--- src/rtl/pllcr_pkg.sv ---
// Shared constants, carriers and helpers for the PLL control register block
package pllcr_pkg;

  // ----------------------------------------------------------------
  // Instances and address map
  // ----------------------------------------------------------------
  localparam int unsigned NUM_PLL = 2;
  localparam logic [31:0] SYS_BASE = 32'h4002_8000;
  localparam logic [31:0] USB_BASE = 32'h4002_C000;
  localparam logic [3:0] OFF_CS = 4'h0;
  localparam logic [3:0] OFF_PWR = 4'h4;
  localparam logic [3:0] OFF_FBDIV = 4'h8;
  localparam logic [3:0] OFF_PRIM = 4'hC;
  localparam int unsigned OFF_LSB = 2;
  localparam int unsigned OFF_MSB = 3;
  localparam int unsigned BLK_LSB = 4;

  // ----------------------------------------------------------------
  // Field positions and widths
  // ----------------------------------------------------------------
  localparam int unsigned CS_LOCK_BIT = 31;
  localparam int unsigned CS_BYPASS_BIT = 8;
  localparam int unsigned REFDIV_LSB = 0;
  localparam int unsigned REFDIV_W = 6;
  localparam int unsigned PWR_OSC_PD_BIT = 5;
  localparam int unsigned PWR_POST_PD_BIT = 3;
  localparam int unsigned PWR_MOD_PD_BIT = 2;
  localparam int unsigned PWR_MAIN_PD_BIT = 0;
  localparam int unsigned FBDIV_LSB = 0;
  localparam int unsigned FBDIV_W = 12;
  localparam int unsigned PD1_LSB = 16;
  localparam int unsigned PD2_LSB = 12;
  localparam int unsigned PD_W = 3;

  // ----------------------------------------------------------------
  // Reset values
  // ----------------------------------------------------------------
  localparam logic [REFDIV_W-1:0] REFDIV_RST = 6'h01;
  localparam logic [FBDIV_W-1:0] FBDIV_RST = 12'h000;
  localparam logic [PD_W-1:0] POSTDIV_RST = 3'h7;
  localparam logic PWRDN_RST = 1'b1;
  localparam logic BYPASS_RST = 1'b0;

  // ----------------------------------------------------------------
  // Timing
  // ----------------------------------------------------------------
  localparam int unsigned CLK_PERIOD_NS = 100;
  localparam int unsigned LOCK_SETTLE_NS = 2000;
  localparam int unsigned LOCK_SETTLE_CYC = (LOCK_SETTLE_NS + CLK_PERIOD_NS - 1) / CLK_PERIOD_NS;
  localparam int unsigned SETTLE_W = 8;

  // ----------------------------------------------------------------
  // Carriers
  // ----------------------------------------------------------------
  typedef struct packed {
    logic bypass;
    logic [REFDIV_W-1:0] refdiv;
    logic oscillator_power_down;
    logic output_divider_power_down;
    logic modulator_power_down;
    logic main_power_down;
    logic [FBDIV_W-1:0] fbdiv;
    logic [PD_W-1:0] first_output_divider;
    logic [PD_W-1:0] second_output_divider;
  } pllcr_ctl_type;

  typedef struct packed {
    logic psel;
    logic penable;
    logic pwrite;
    logic [31:0] paddr;
    logic [31:0] pwdata;
    logic [3:0] pstrb;
  } pllcr_apb_req_type;

  typedef struct packed {
    logic pready;
    logic [31:0] prdata;
    logic pslverr;
  } pllcr_apb_rsp_type;

  localparam pllcr_ctl_type CTL_RST = '{
    bypass: BYPASS_RST, refdiv: REFDIV_RST,
    oscillator_power_down: PWRDN_RST, output_divider_power_down: PWRDN_RST,
    modulator_power_down: PWRDN_RST, main_power_down: PWRDN_RST,
    fbdiv: FBDIV_RST, first_output_divider: POSTDIV_RST,
    second_output_divider: POSTDIV_RST};

  // ----------------------------------------------------------------
  // Register image of one instance; reserved bits read as zero
  // ----------------------------------------------------------------
  function automatic logic [31:0] pllcr_word(pllcr_ctl_type c, logic lock, logic [3:0] off);
    logic [31:0] w;
    w = 32'h0000_0000;
    unique case (off)
      OFF_CS: begin
        w[CS_LOCK_BIT] = lock;
        w[CS_BYPASS_BIT] = c.bypass;
        w[REFDIV_LSB +: REFDIV_W] = c.refdiv;
      end
      OFF_PWR: begin
        w[PWR_OSC_PD_BIT] = c.oscillator_power_down;
        w[PWR_POST_PD_BIT] = c.output_divider_power_down;
        w[PWR_MOD_PD_BIT] = c.modulator_power_down;
        w[PWR_MAIN_PD_BIT] = c.main_power_down;
      end
      OFF_FBDIV: w[FBDIV_LSB +: FBDIV_W] = c.fbdiv;
      default: begin
        w[PD1_LSB +: PD_W] = c.first_output_divider;
        w[PD2_LSB +: PD_W] = c.second_output_divider;
      end
    endcase
    return w;
  endfunction : pllcr_word

endpackage : pllcr_pkg

--- src/rtl/pllcr_clk_sel.sv ---
// Output clock selector between reference and divided oscillator
module pllcr_clk_sel (
  // Clock sources
  input wire logic ref_clk,
  input wire logic vco_div_clk,
  // Control
  input wire logic bypass,
  // Output
  output logic pll_clk
);

  // Plain mux: switching glitches; the oscillator keeps running meanwhile
  assign pll_clk = bypass ? ref_clk : vco_div_clk;

endmodule : pllcr_clk_sel

--- src/rtl/pllcr_lock_qual.sv ---
// Lock qualifier: hides core lock while powered down or resettling
module pllcr_lock_qual
  import pllcr_pkg::*;
(
  // Clock and reset
  input wire logic pclk,
  input wire logic presetn,
  // Core side
  input wire logic core_lock,
  input wire logic power_down,
  input wire logic restart,
  // Qualified lock
  output logic lock_vis
);

  logic [SETTLE_W-1:0] settle_r;
  logic settled;

  assign settled = (settle_r == SETTLE_W'(LOCK_SETTLE_CYC));

  // A divider change restarts the wait so stale lock is never shown
  always_ff @(posedge pclk or negedge presetn) begin
    if (!presetn) begin
      settle_r <= '0;
    end else if (power_down || restart) begin
      settle_r <= '0;
    end else if (!settled) begin
      settle_r <= settle_r + SETTLE_W'(1);
    end
  end

  always_ff @(posedge pclk or negedge presetn) begin
    if (!presetn) begin
      lock_vis <= 1'b0;
    end else begin
      lock_vis <= core_lock && !power_down && !restart && settled;
    end
  end

  AST_LOCK_NEEDS_POWER: assert property (@(posedge pclk) disable iff (!presetn)
    power_down |=> !lock_vis)
    else $error("lock shown while powered down");

endmodule : pllcr_lock_qual

--- src/rtl/pllcr_top.sv ---
// PLL control and status registers for two PLL instances on APB
module pllcr_top
  import pllcr_pkg::*;
(
  // Clock and reset
  input wire logic pclk,
  input wire logic presetn,
  // APB slave
  input wire pllcr_apb_req_type apb_req,
  output pllcr_apb_rsp_type apb_rsp,
  // Analogue core controls, one per PLL
  output pllcr_ctl_type core_ctl [NUM_PLL],
  input wire logic [NUM_PLL-1:0] core_lock,
  // Clock path
  input wire logic [NUM_PLL-1:0] ref_clk,
  input wire logic [NUM_PLL-1:0] vco_div_clk,
  output logic [NUM_PLL-1:0] pll_clk
);

  // ----------------------------------------------------------------
  // Address decode
  // ----------------------------------------------------------------
  logic hit;
  logic inst;
  logic [3:0] off;
  logic setup_ph;
  logic access_ph;
  logic wr_en;

  always_comb begin
    off = {apb_req.paddr[OFF_MSB:OFF_LSB], 2'b00};
    hit = 1'b0;
    inst = 1'b0;
    if (apb_req.paddr[31:BLK_LSB] == SYS_BASE[31:BLK_LSB]) begin
      hit = 1'b1;
    end else if (apb_req.paddr[31:BLK_LSB] == USB_BASE[31:BLK_LSB]) begin
      hit = 1'b1;
      inst = 1'b1;
    end
  end

  assign setup_ph = apb_req.psel && !apb_req.penable;
  assign access_ph = apb_req.psel && apb_req.penable;
  assign wr_en = access_ph && apb_req.pwrite && hit;

  // ----------------------------------------------------------------
  // Register storage
  // ----------------------------------------------------------------
  pllcr_ctl_type ctl_r [NUM_PLL];
  pllcr_ctl_type ctl_nxt;
  logic [31:0] old_word;
  logic [31:0] new_word;
  logic [NUM_PLL-1:0] lock_vis;
  logic [NUM_PLL-1:0] restart;

  // Byte lanes not strobed keep their old contents
  always_comb begin
    old_word = pllcr_word(ctl_r[inst], lock_vis[inst], off);
    for (int b = 0; b < 4; b++) begin
      new_word[8*b +: 8] = apb_req.pstrb[b] ? apb_req.pwdata[8*b +: 8] : old_word[8*b +: 8];
    end
    ctl_nxt = ctl_r[inst];
    unique case (off)
      OFF_CS: begin
        ctl_nxt.bypass = new_word[CS_BYPASS_BIT];
        ctl_nxt.refdiv = new_word[REFDIV_LSB +: REFDIV_W];
      end
      OFF_PWR: begin
        ctl_nxt.oscillator_power_down = new_word[PWR_OSC_PD_BIT];
        ctl_nxt.output_divider_power_down = new_word[PWR_POST_PD_BIT];
        ctl_nxt.modulator_power_down = new_word[PWR_MOD_PD_BIT];
        ctl_nxt.main_power_down = new_word[PWR_MAIN_PD_BIT];
      end
      OFF_FBDIV: ctl_nxt.fbdiv = new_word[FBDIV_LSB +: FBDIV_W];
      default: begin
        ctl_nxt.first_output_divider = new_word[PD1_LSB +: PD_W];
        ctl_nxt.second_output_divider = new_word[PD2_LSB +: PD_W];
      end
    endcase
  end

  always_ff @(posedge pclk or negedge presetn) begin
    if (!presetn) begin
      for (int i = 0; i < NUM_PLL; i++) begin
        ctl_r[i] <= CTL_RST;
      end
    end else if (wr_en) begin
      ctl_r[inst] <= ctl_nxt;
    end
  end

  // Only a real change of either divider forces relock
  always_comb begin
    restart = '0;
    if (wr_en) begin
      restart[inst] = (ctl_nxt.refdiv != ctl_r[inst].refdiv) || (ctl_nxt.fbdiv != ctl_r[inst].fbdiv);
    end
  end

  // ----------------------------------------------------------------
  // Read path
  // ----------------------------------------------------------------
  logic [31:0] prdata_r;

  // Read data is captured in the setup cycle so it is a flop in access
  always_ff @(posedge pclk or negedge presetn) begin
    if (!presetn) begin
      prdata_r <= 32'h0000_0000;
    end else if (setup_ph) begin
      prdata_r <= (hit && !apb_req.pwrite) ? old_word : 32'h0000_0000;
    end
  end

  assign apb_rsp.pready = 1'b1;
  assign apb_rsp.prdata = prdata_r;
  assign apb_rsp.pslverr = access_ph && !hit;

  // ----------------------------------------------------------------
  // Per-PLL lock and clock path
  // ----------------------------------------------------------------
  for (genvar g = 0; g < NUM_PLL; g++) begin : g_pll
    logic pwr_dn;

    assign pwr_dn = ctl_r[g].main_power_down || ctl_r[g].oscillator_power_down;
    assign core_ctl[g] = ctl_r[g];

    pllcr_lock_qual u_lock (
      .pclk(pclk),
      .presetn(presetn),
      .core_lock(core_lock[g]),
      .power_down(pwr_dn),
      .restart(restart[g]),
      .lock_vis(lock_vis[g])
    );

    // One primary output only; no secondary tap exists
    pllcr_clk_sel u_sel (
      .ref_clk(ref_clk[g]),
      .vco_div_clk(vco_div_clk[g]),
      .bypass(ctl_r[g].bypass),
      .pll_clk(pll_clk[g])
    );

    AST_BYPASS_ROUTE: assert property (@(posedge pclk) disable iff (!presetn)
      ctl_r[g].bypass |-> (pll_clk[g] == ref_clk[g]))
      else $error("bypass does not route reference clock");

    AST_BYPASS_KEEPS_OSC: assert property (@(posedge pclk) disable iff (!presetn)
      $changed(ctl_r[g].bypass) |-> $stable(ctl_r[g].oscillator_power_down))
      else $error("bypass change touched oscillator power");

    AST_SETTLE_HIDES_LOCK: assert property (@(posedge pclk) disable iff (!presetn)
      restart[g] |=> !lock_vis[g] [*8])
      else $error("lock shown too soon after divider change");

    AST_RESET_IMAGE: assert property (@(posedge pclk)
      $rose(presetn) |-> (ctl_r[g] == CTL_RST) && !lock_vis[g])
      else $error("reset values wrong");
  end

  // ----------------------------------------------------------------
  // Bus checks
  // ----------------------------------------------------------------
  AST_UNMAPPED_ERR: assert property (@(posedge pclk) disable iff (!presetn)
    access_ph && !hit |-> apb_rsp.pslverr && (apb_rsp.prdata == 32'h0000_0000))
    else $error("unmapped access not refused");

  AST_FBDIV_WRITE: assert property (@(posedge pclk) disable iff (!presetn)
    wr_en && (off == OFF_FBDIV) && (apb_req.pstrb == 4'hF)
      |=> ctl_r[$past(inst)].fbdiv == $past(apb_req.pwdata[FBDIV_W-1:0]))
    else $error("feedback divisor not stored");

  AST_POSTDIV_WRITE: assert property (@(posedge pclk) disable iff (!presetn)
    wr_en && (off == OFF_PRIM) && (apb_req.pstrb == 4'hF)
      |=> ctl_r[$past(inst)].first_output_divider == $past(apb_req.pwdata[PD1_LSB +: PD_W]))
    else $error("post divider not stored");

  AST_OTHER_INST_STABLE: assert property (@(posedge pclk) disable iff (!presetn)
    wr_en |=> ($past(inst) ? $stable(ctl_r[0]) : $stable(ctl_r[1])))
    else $error("write leaked into other instance");

  AST_LOCK_READBACK: assert property (@(posedge pclk) disable iff (!presetn)
    setup_ph && hit && !apb_req.pwrite && (off == OFF_CS)
      |=> apb_rsp.prdata[CS_LOCK_BIT] == $past(lock_vis[inst]))
    else $error("lock bit readback wrong");

  AST_RESERVED_ZERO: assert property (@(posedge pclk) disable iff (!presetn)
    setup_ph && hit && (off == OFF_PWR) |=> apb_rsp.prdata[31:6] == 26'h0)
    else $error("reserved bits not zero");

  AST_REFDIV_WRITE: assert property (@(posedge pclk) disable iff (!presetn)
    wr_en && (off == OFF_CS) && apb_req.pstrb[0]
      |=> ctl_r[$past(inst)].refdiv == $past(apb_req.pwdata[REFDIV_W-1:0]))
    else $error("reference divider not stored");

endmodule : pllcr_top

--- config.mk ---
export PLATFORM = sky130hd
export DESIGN_NAME = pllcr_top
export DESIGN_NICKNAME = d
export VERILOG_FILES = /design/src/rtl/pllcr_pkg.sv /design/src/rtl/pllcr_clk_sel.sv /design/src/rtl/pllcr_lock_qual.sv /design/src/rtl/pllcr_top.sv
export SDC_FILE = /design/constraint.sdc
export NUM_CORES = 1
export LEC_CHECK = 0
export BUFFER_PORTS_ARGS = -buffer_cell sky130_fd_sc_hd__buf_2
export CAP_MARGIN = 15
export CELL_PAD_IN_SITES_DETAIL_PLACEMENT = 1
export CELL_PAD_IN_SITES_GLOBAL_PLACEMENT = 2
export CORE_AREA = 2 2 136 138
export DETAILED_ROUTE_END_ITERATION = 16
export DIE_AREA = 0 0 138 140
export GPL_TIMING_DRIVEN = 0
export PLACE_DENSITY = 0.92
export SKIP_CTS_REPAIR_TIMING = 1
export SYNTH_ARGS = -nofsm -noshare
export SYNTH_HDL_FRONTEND = slang
export SYNTH_SLANG_ARGS = --single-unit
--- constraint.sdc ---
create_clock -name pclk -period 2.44 [get_ports pclk]
set_input_delay 0.488 -clock pclk [delete_from_list [all_inputs] [get_ports pclk]]
set_output_delay 0.488 -clock pclk [all_outputs]
set_load 0.05 [all_outputs]
==> flow_summary.ini <==
[placed_design]
place.gp.congestion = 0.845
dp_cells = 929
post-place-ws_ns = -1.50
port-buffer-count = 138
dpl_cell_area_mm2 = 0.00659
hpwl_um = 13900

[timing]
setup_viol = 30
fmax_mhz = 344
period_needed_ns = 2.91
finalHoldViolations = 0
whs_ns = 0.128
max_slew_margin = 0.303
worst_slack_ns = -0.466
grt_setup_unrepaired = true
skew_ns = 0.00783
worst_pin_slew_ns = 1.05
slew_viol_final = 0
finalCritPeriodShare = 1.19
finalSetupTns_ns = -8.50

[yosys]
synthArstFlopShare = 1.00
muxShareOfSynthArea = 0.140
synth_top_family_by_area = simple AND/OR/NAND/NOR gates
synthAdderAreaFrac = 0.00919
synth_flop_cell = dfrtp_1
synth_warnings = 0
synth_top_area_share = 0.335
synth_seq_cells = 95
syn_area_mm2 = 0.00545
synthXorXnorAreaFrac = 0.0177
ys_types = 61
synth_edf_count = 0
yosysTopAreaCell = dfrtp_1
syn_inst = 549
synth_area_leaders = dfrtp_1 (34%), dfstp_2 (11%), mux2_2 (9.1%), nand2_1 (6.9%), mux2i_1 (4.6%)
yosys.area_share.simple = 0.221
syn_area_per_cell_um2 = 9.92
yosysSeqAreaShare = 0.442
synth-compound-area-share = 0.121

[status]
status = finished, violations left
violations = setup timing

[drt]
first_pass_iters = 4
dr.first_iter.drc_count = 200
antenna_left = 0
drc = 0
routedWlPerCell_um = 19.3
num_vias = 5056
wl_um = 18900
vias_per_cell = 5.15

[cells_and_area]
multiInputGateArea_mm2 = 0.00325
fillers = 2039
final_cell_mix = buf_2 (129), nand2_1 (94), dfrtp_1 (73)
finalInstanceArea_mm2 = 0.00768
drive_above_1_share = 0.473
syn_to_final_growth_pct = 41.0
fin_util = 0.432
ff_latch_area_mm2 = 0.00240
nets = 830
final_cells = 982
final_common_cell = buf_2

[critical_path]
start_kind = input port
worst_setup_path_end_kind = flop
path_max_fanout = 8
slowest_stage = a2111oi_1
path_class = input port to flop
worstPathRequired_ns = 2.65
slowest_delay_ns = 0.46
cp.arrival_ns = 3.11
path_cells = buf_2 > nor4b_4 > and4_4 > buf_6 > buf_4 > nand4_1 > a2111oi_1 > a41oi_1 > o2111ai_2 > nor4_4 > buf_4 > a31oi_4 > buf_6 > nor4_2

[clock_tree]
clkSlewWorstSetupHoldPaths_ns = 0.07
cts_root_buf = clkbuf_16
numCtsBuffers = 9
cts_tree = yes
htree_levels = 3
clock_path_buffers = 2
clk-insertion-delay-late_ns = 0.36
clock-sinks = 95

[global_routing]
gr-total-overflow = 0
grt_antenna_before_repair = 3
grt_pass1_vias = 5008
grt_pass1_wl_um = 28500
grt_max_degree = 54
grt_usage = 0.188

[pwr]
power_frac_comb = 0.132
finalPower_mw = 3.53
p_seq_frac = 0.454
p_int_mw = 2.54
power_leakage_nw = 3.68
ir_drop_uv = 336
p_clk_frac = 0.414
powerDensity_mw_per_mm2 = 460
switching_share = 0.279
switchingPower_uw = 986

[floorplan]
rows = 49
die_x_um = 138
core_area_mm2 = 0.0178
die_h_um = 140
initial_core_util = 0.306
die-area_mm2 = 0.0193
io_pins = 173

[run]
cap_violations = 0

[hold_path]
min_path_type = input port to asynchronous set/reset pin
-- power by group through the flow --
stage	clock network, mW	logic (mW)	registers (mW)
floorplan	0	0.233	1.63
global placement	0	0.372	1.63
detailed placement	0	0.393	1.63
CTS	1.48	0.399	1.60
global route	1.56	0.505	1.60
finish	1.46	0.467	1.60
-- routing by layer --
layer	vias up	global-route usage	wire length, um
li1	2347	-	-
met1	2524	0.247	8430
met2	157	0.313	9170
met3	24	0.0397	1030
met4	4	0.0516	287
met5	-	0	22
-- sequential cells by signal, indices dropped and copies added (netlist names) --
signal and flops:
prdata_r 19, core_ctl 58, g_pll.u_lock.settle_r 16, g_pll.u_lock.lock_vis 2
-- synth_stat cells (all sizes together) (5+ instances only) --
cell type,number
xnor2,6
nand3,18
buf,28
mux2i,25
nor4,19
nor3,5
and2,5
clkbuf,14
a22oi,7
o21ai,44
and3,8
o211ai,6
mux2,45
nor2b,8
nor4b,5
dfstp,22
dfrtp,73
nand2b,5
inv,7
nor2,24
nand2,100
nand4,10
xor2,5
a21oi,11
-- layout make-up --
cell class,count,area share
flip-flops and latches,95,0.313
repair buffers,175,0.143
well taps,229,0.0373
multi-input cells,417,0.423
plain buffers,42,0.0399
diodes,1,0.000326
clock inverters,6,0.00717
clock buffers,10,0.0326
inverters,7,0.00342
-- cells by family after synthesis --
logic type | count (synthesis)
AO/OA/AOI/OAI | 98
flip-flops | 95
AND/OR/NAND/NOR | 220
buffers and inverters | 49
adder cells (fa/ha/maj) | 4
XOR/XNOR | 11
multiplexers | 70
other | 2
-- final timing paths --
check,depth (start not counted),to,from,slack [ns]
worst max-delay path,14,g_pll[1].u_lock.settle_r[7],apb_req[56],-0.47
worst min-delay path,1,g_pll[1].u_lock.settle_r[5],presetn,0.13
worst max register to register,8,g_pll[1].u_lock.settle_r[7],core_ctl[47],-0.30
worst min register to register,2,prdata_r[8],prdata_r[8],0.47
max in group asynchronous,2,core_ctl[4],presetn,1.59
min in group pclk,3,g_pll[1].u_lock.lock_vis,core_lock[1],0.36
-- worst max-delay path: cells and delay by family --
family / cells / cell delay [ns]
and+or+nand+nor: 5 / 0.85
AOI/OAI and AO/OA: 4 / 1.06
buffers and inverters: 5 / 0.70
Power figures use the tool's default switching activity.
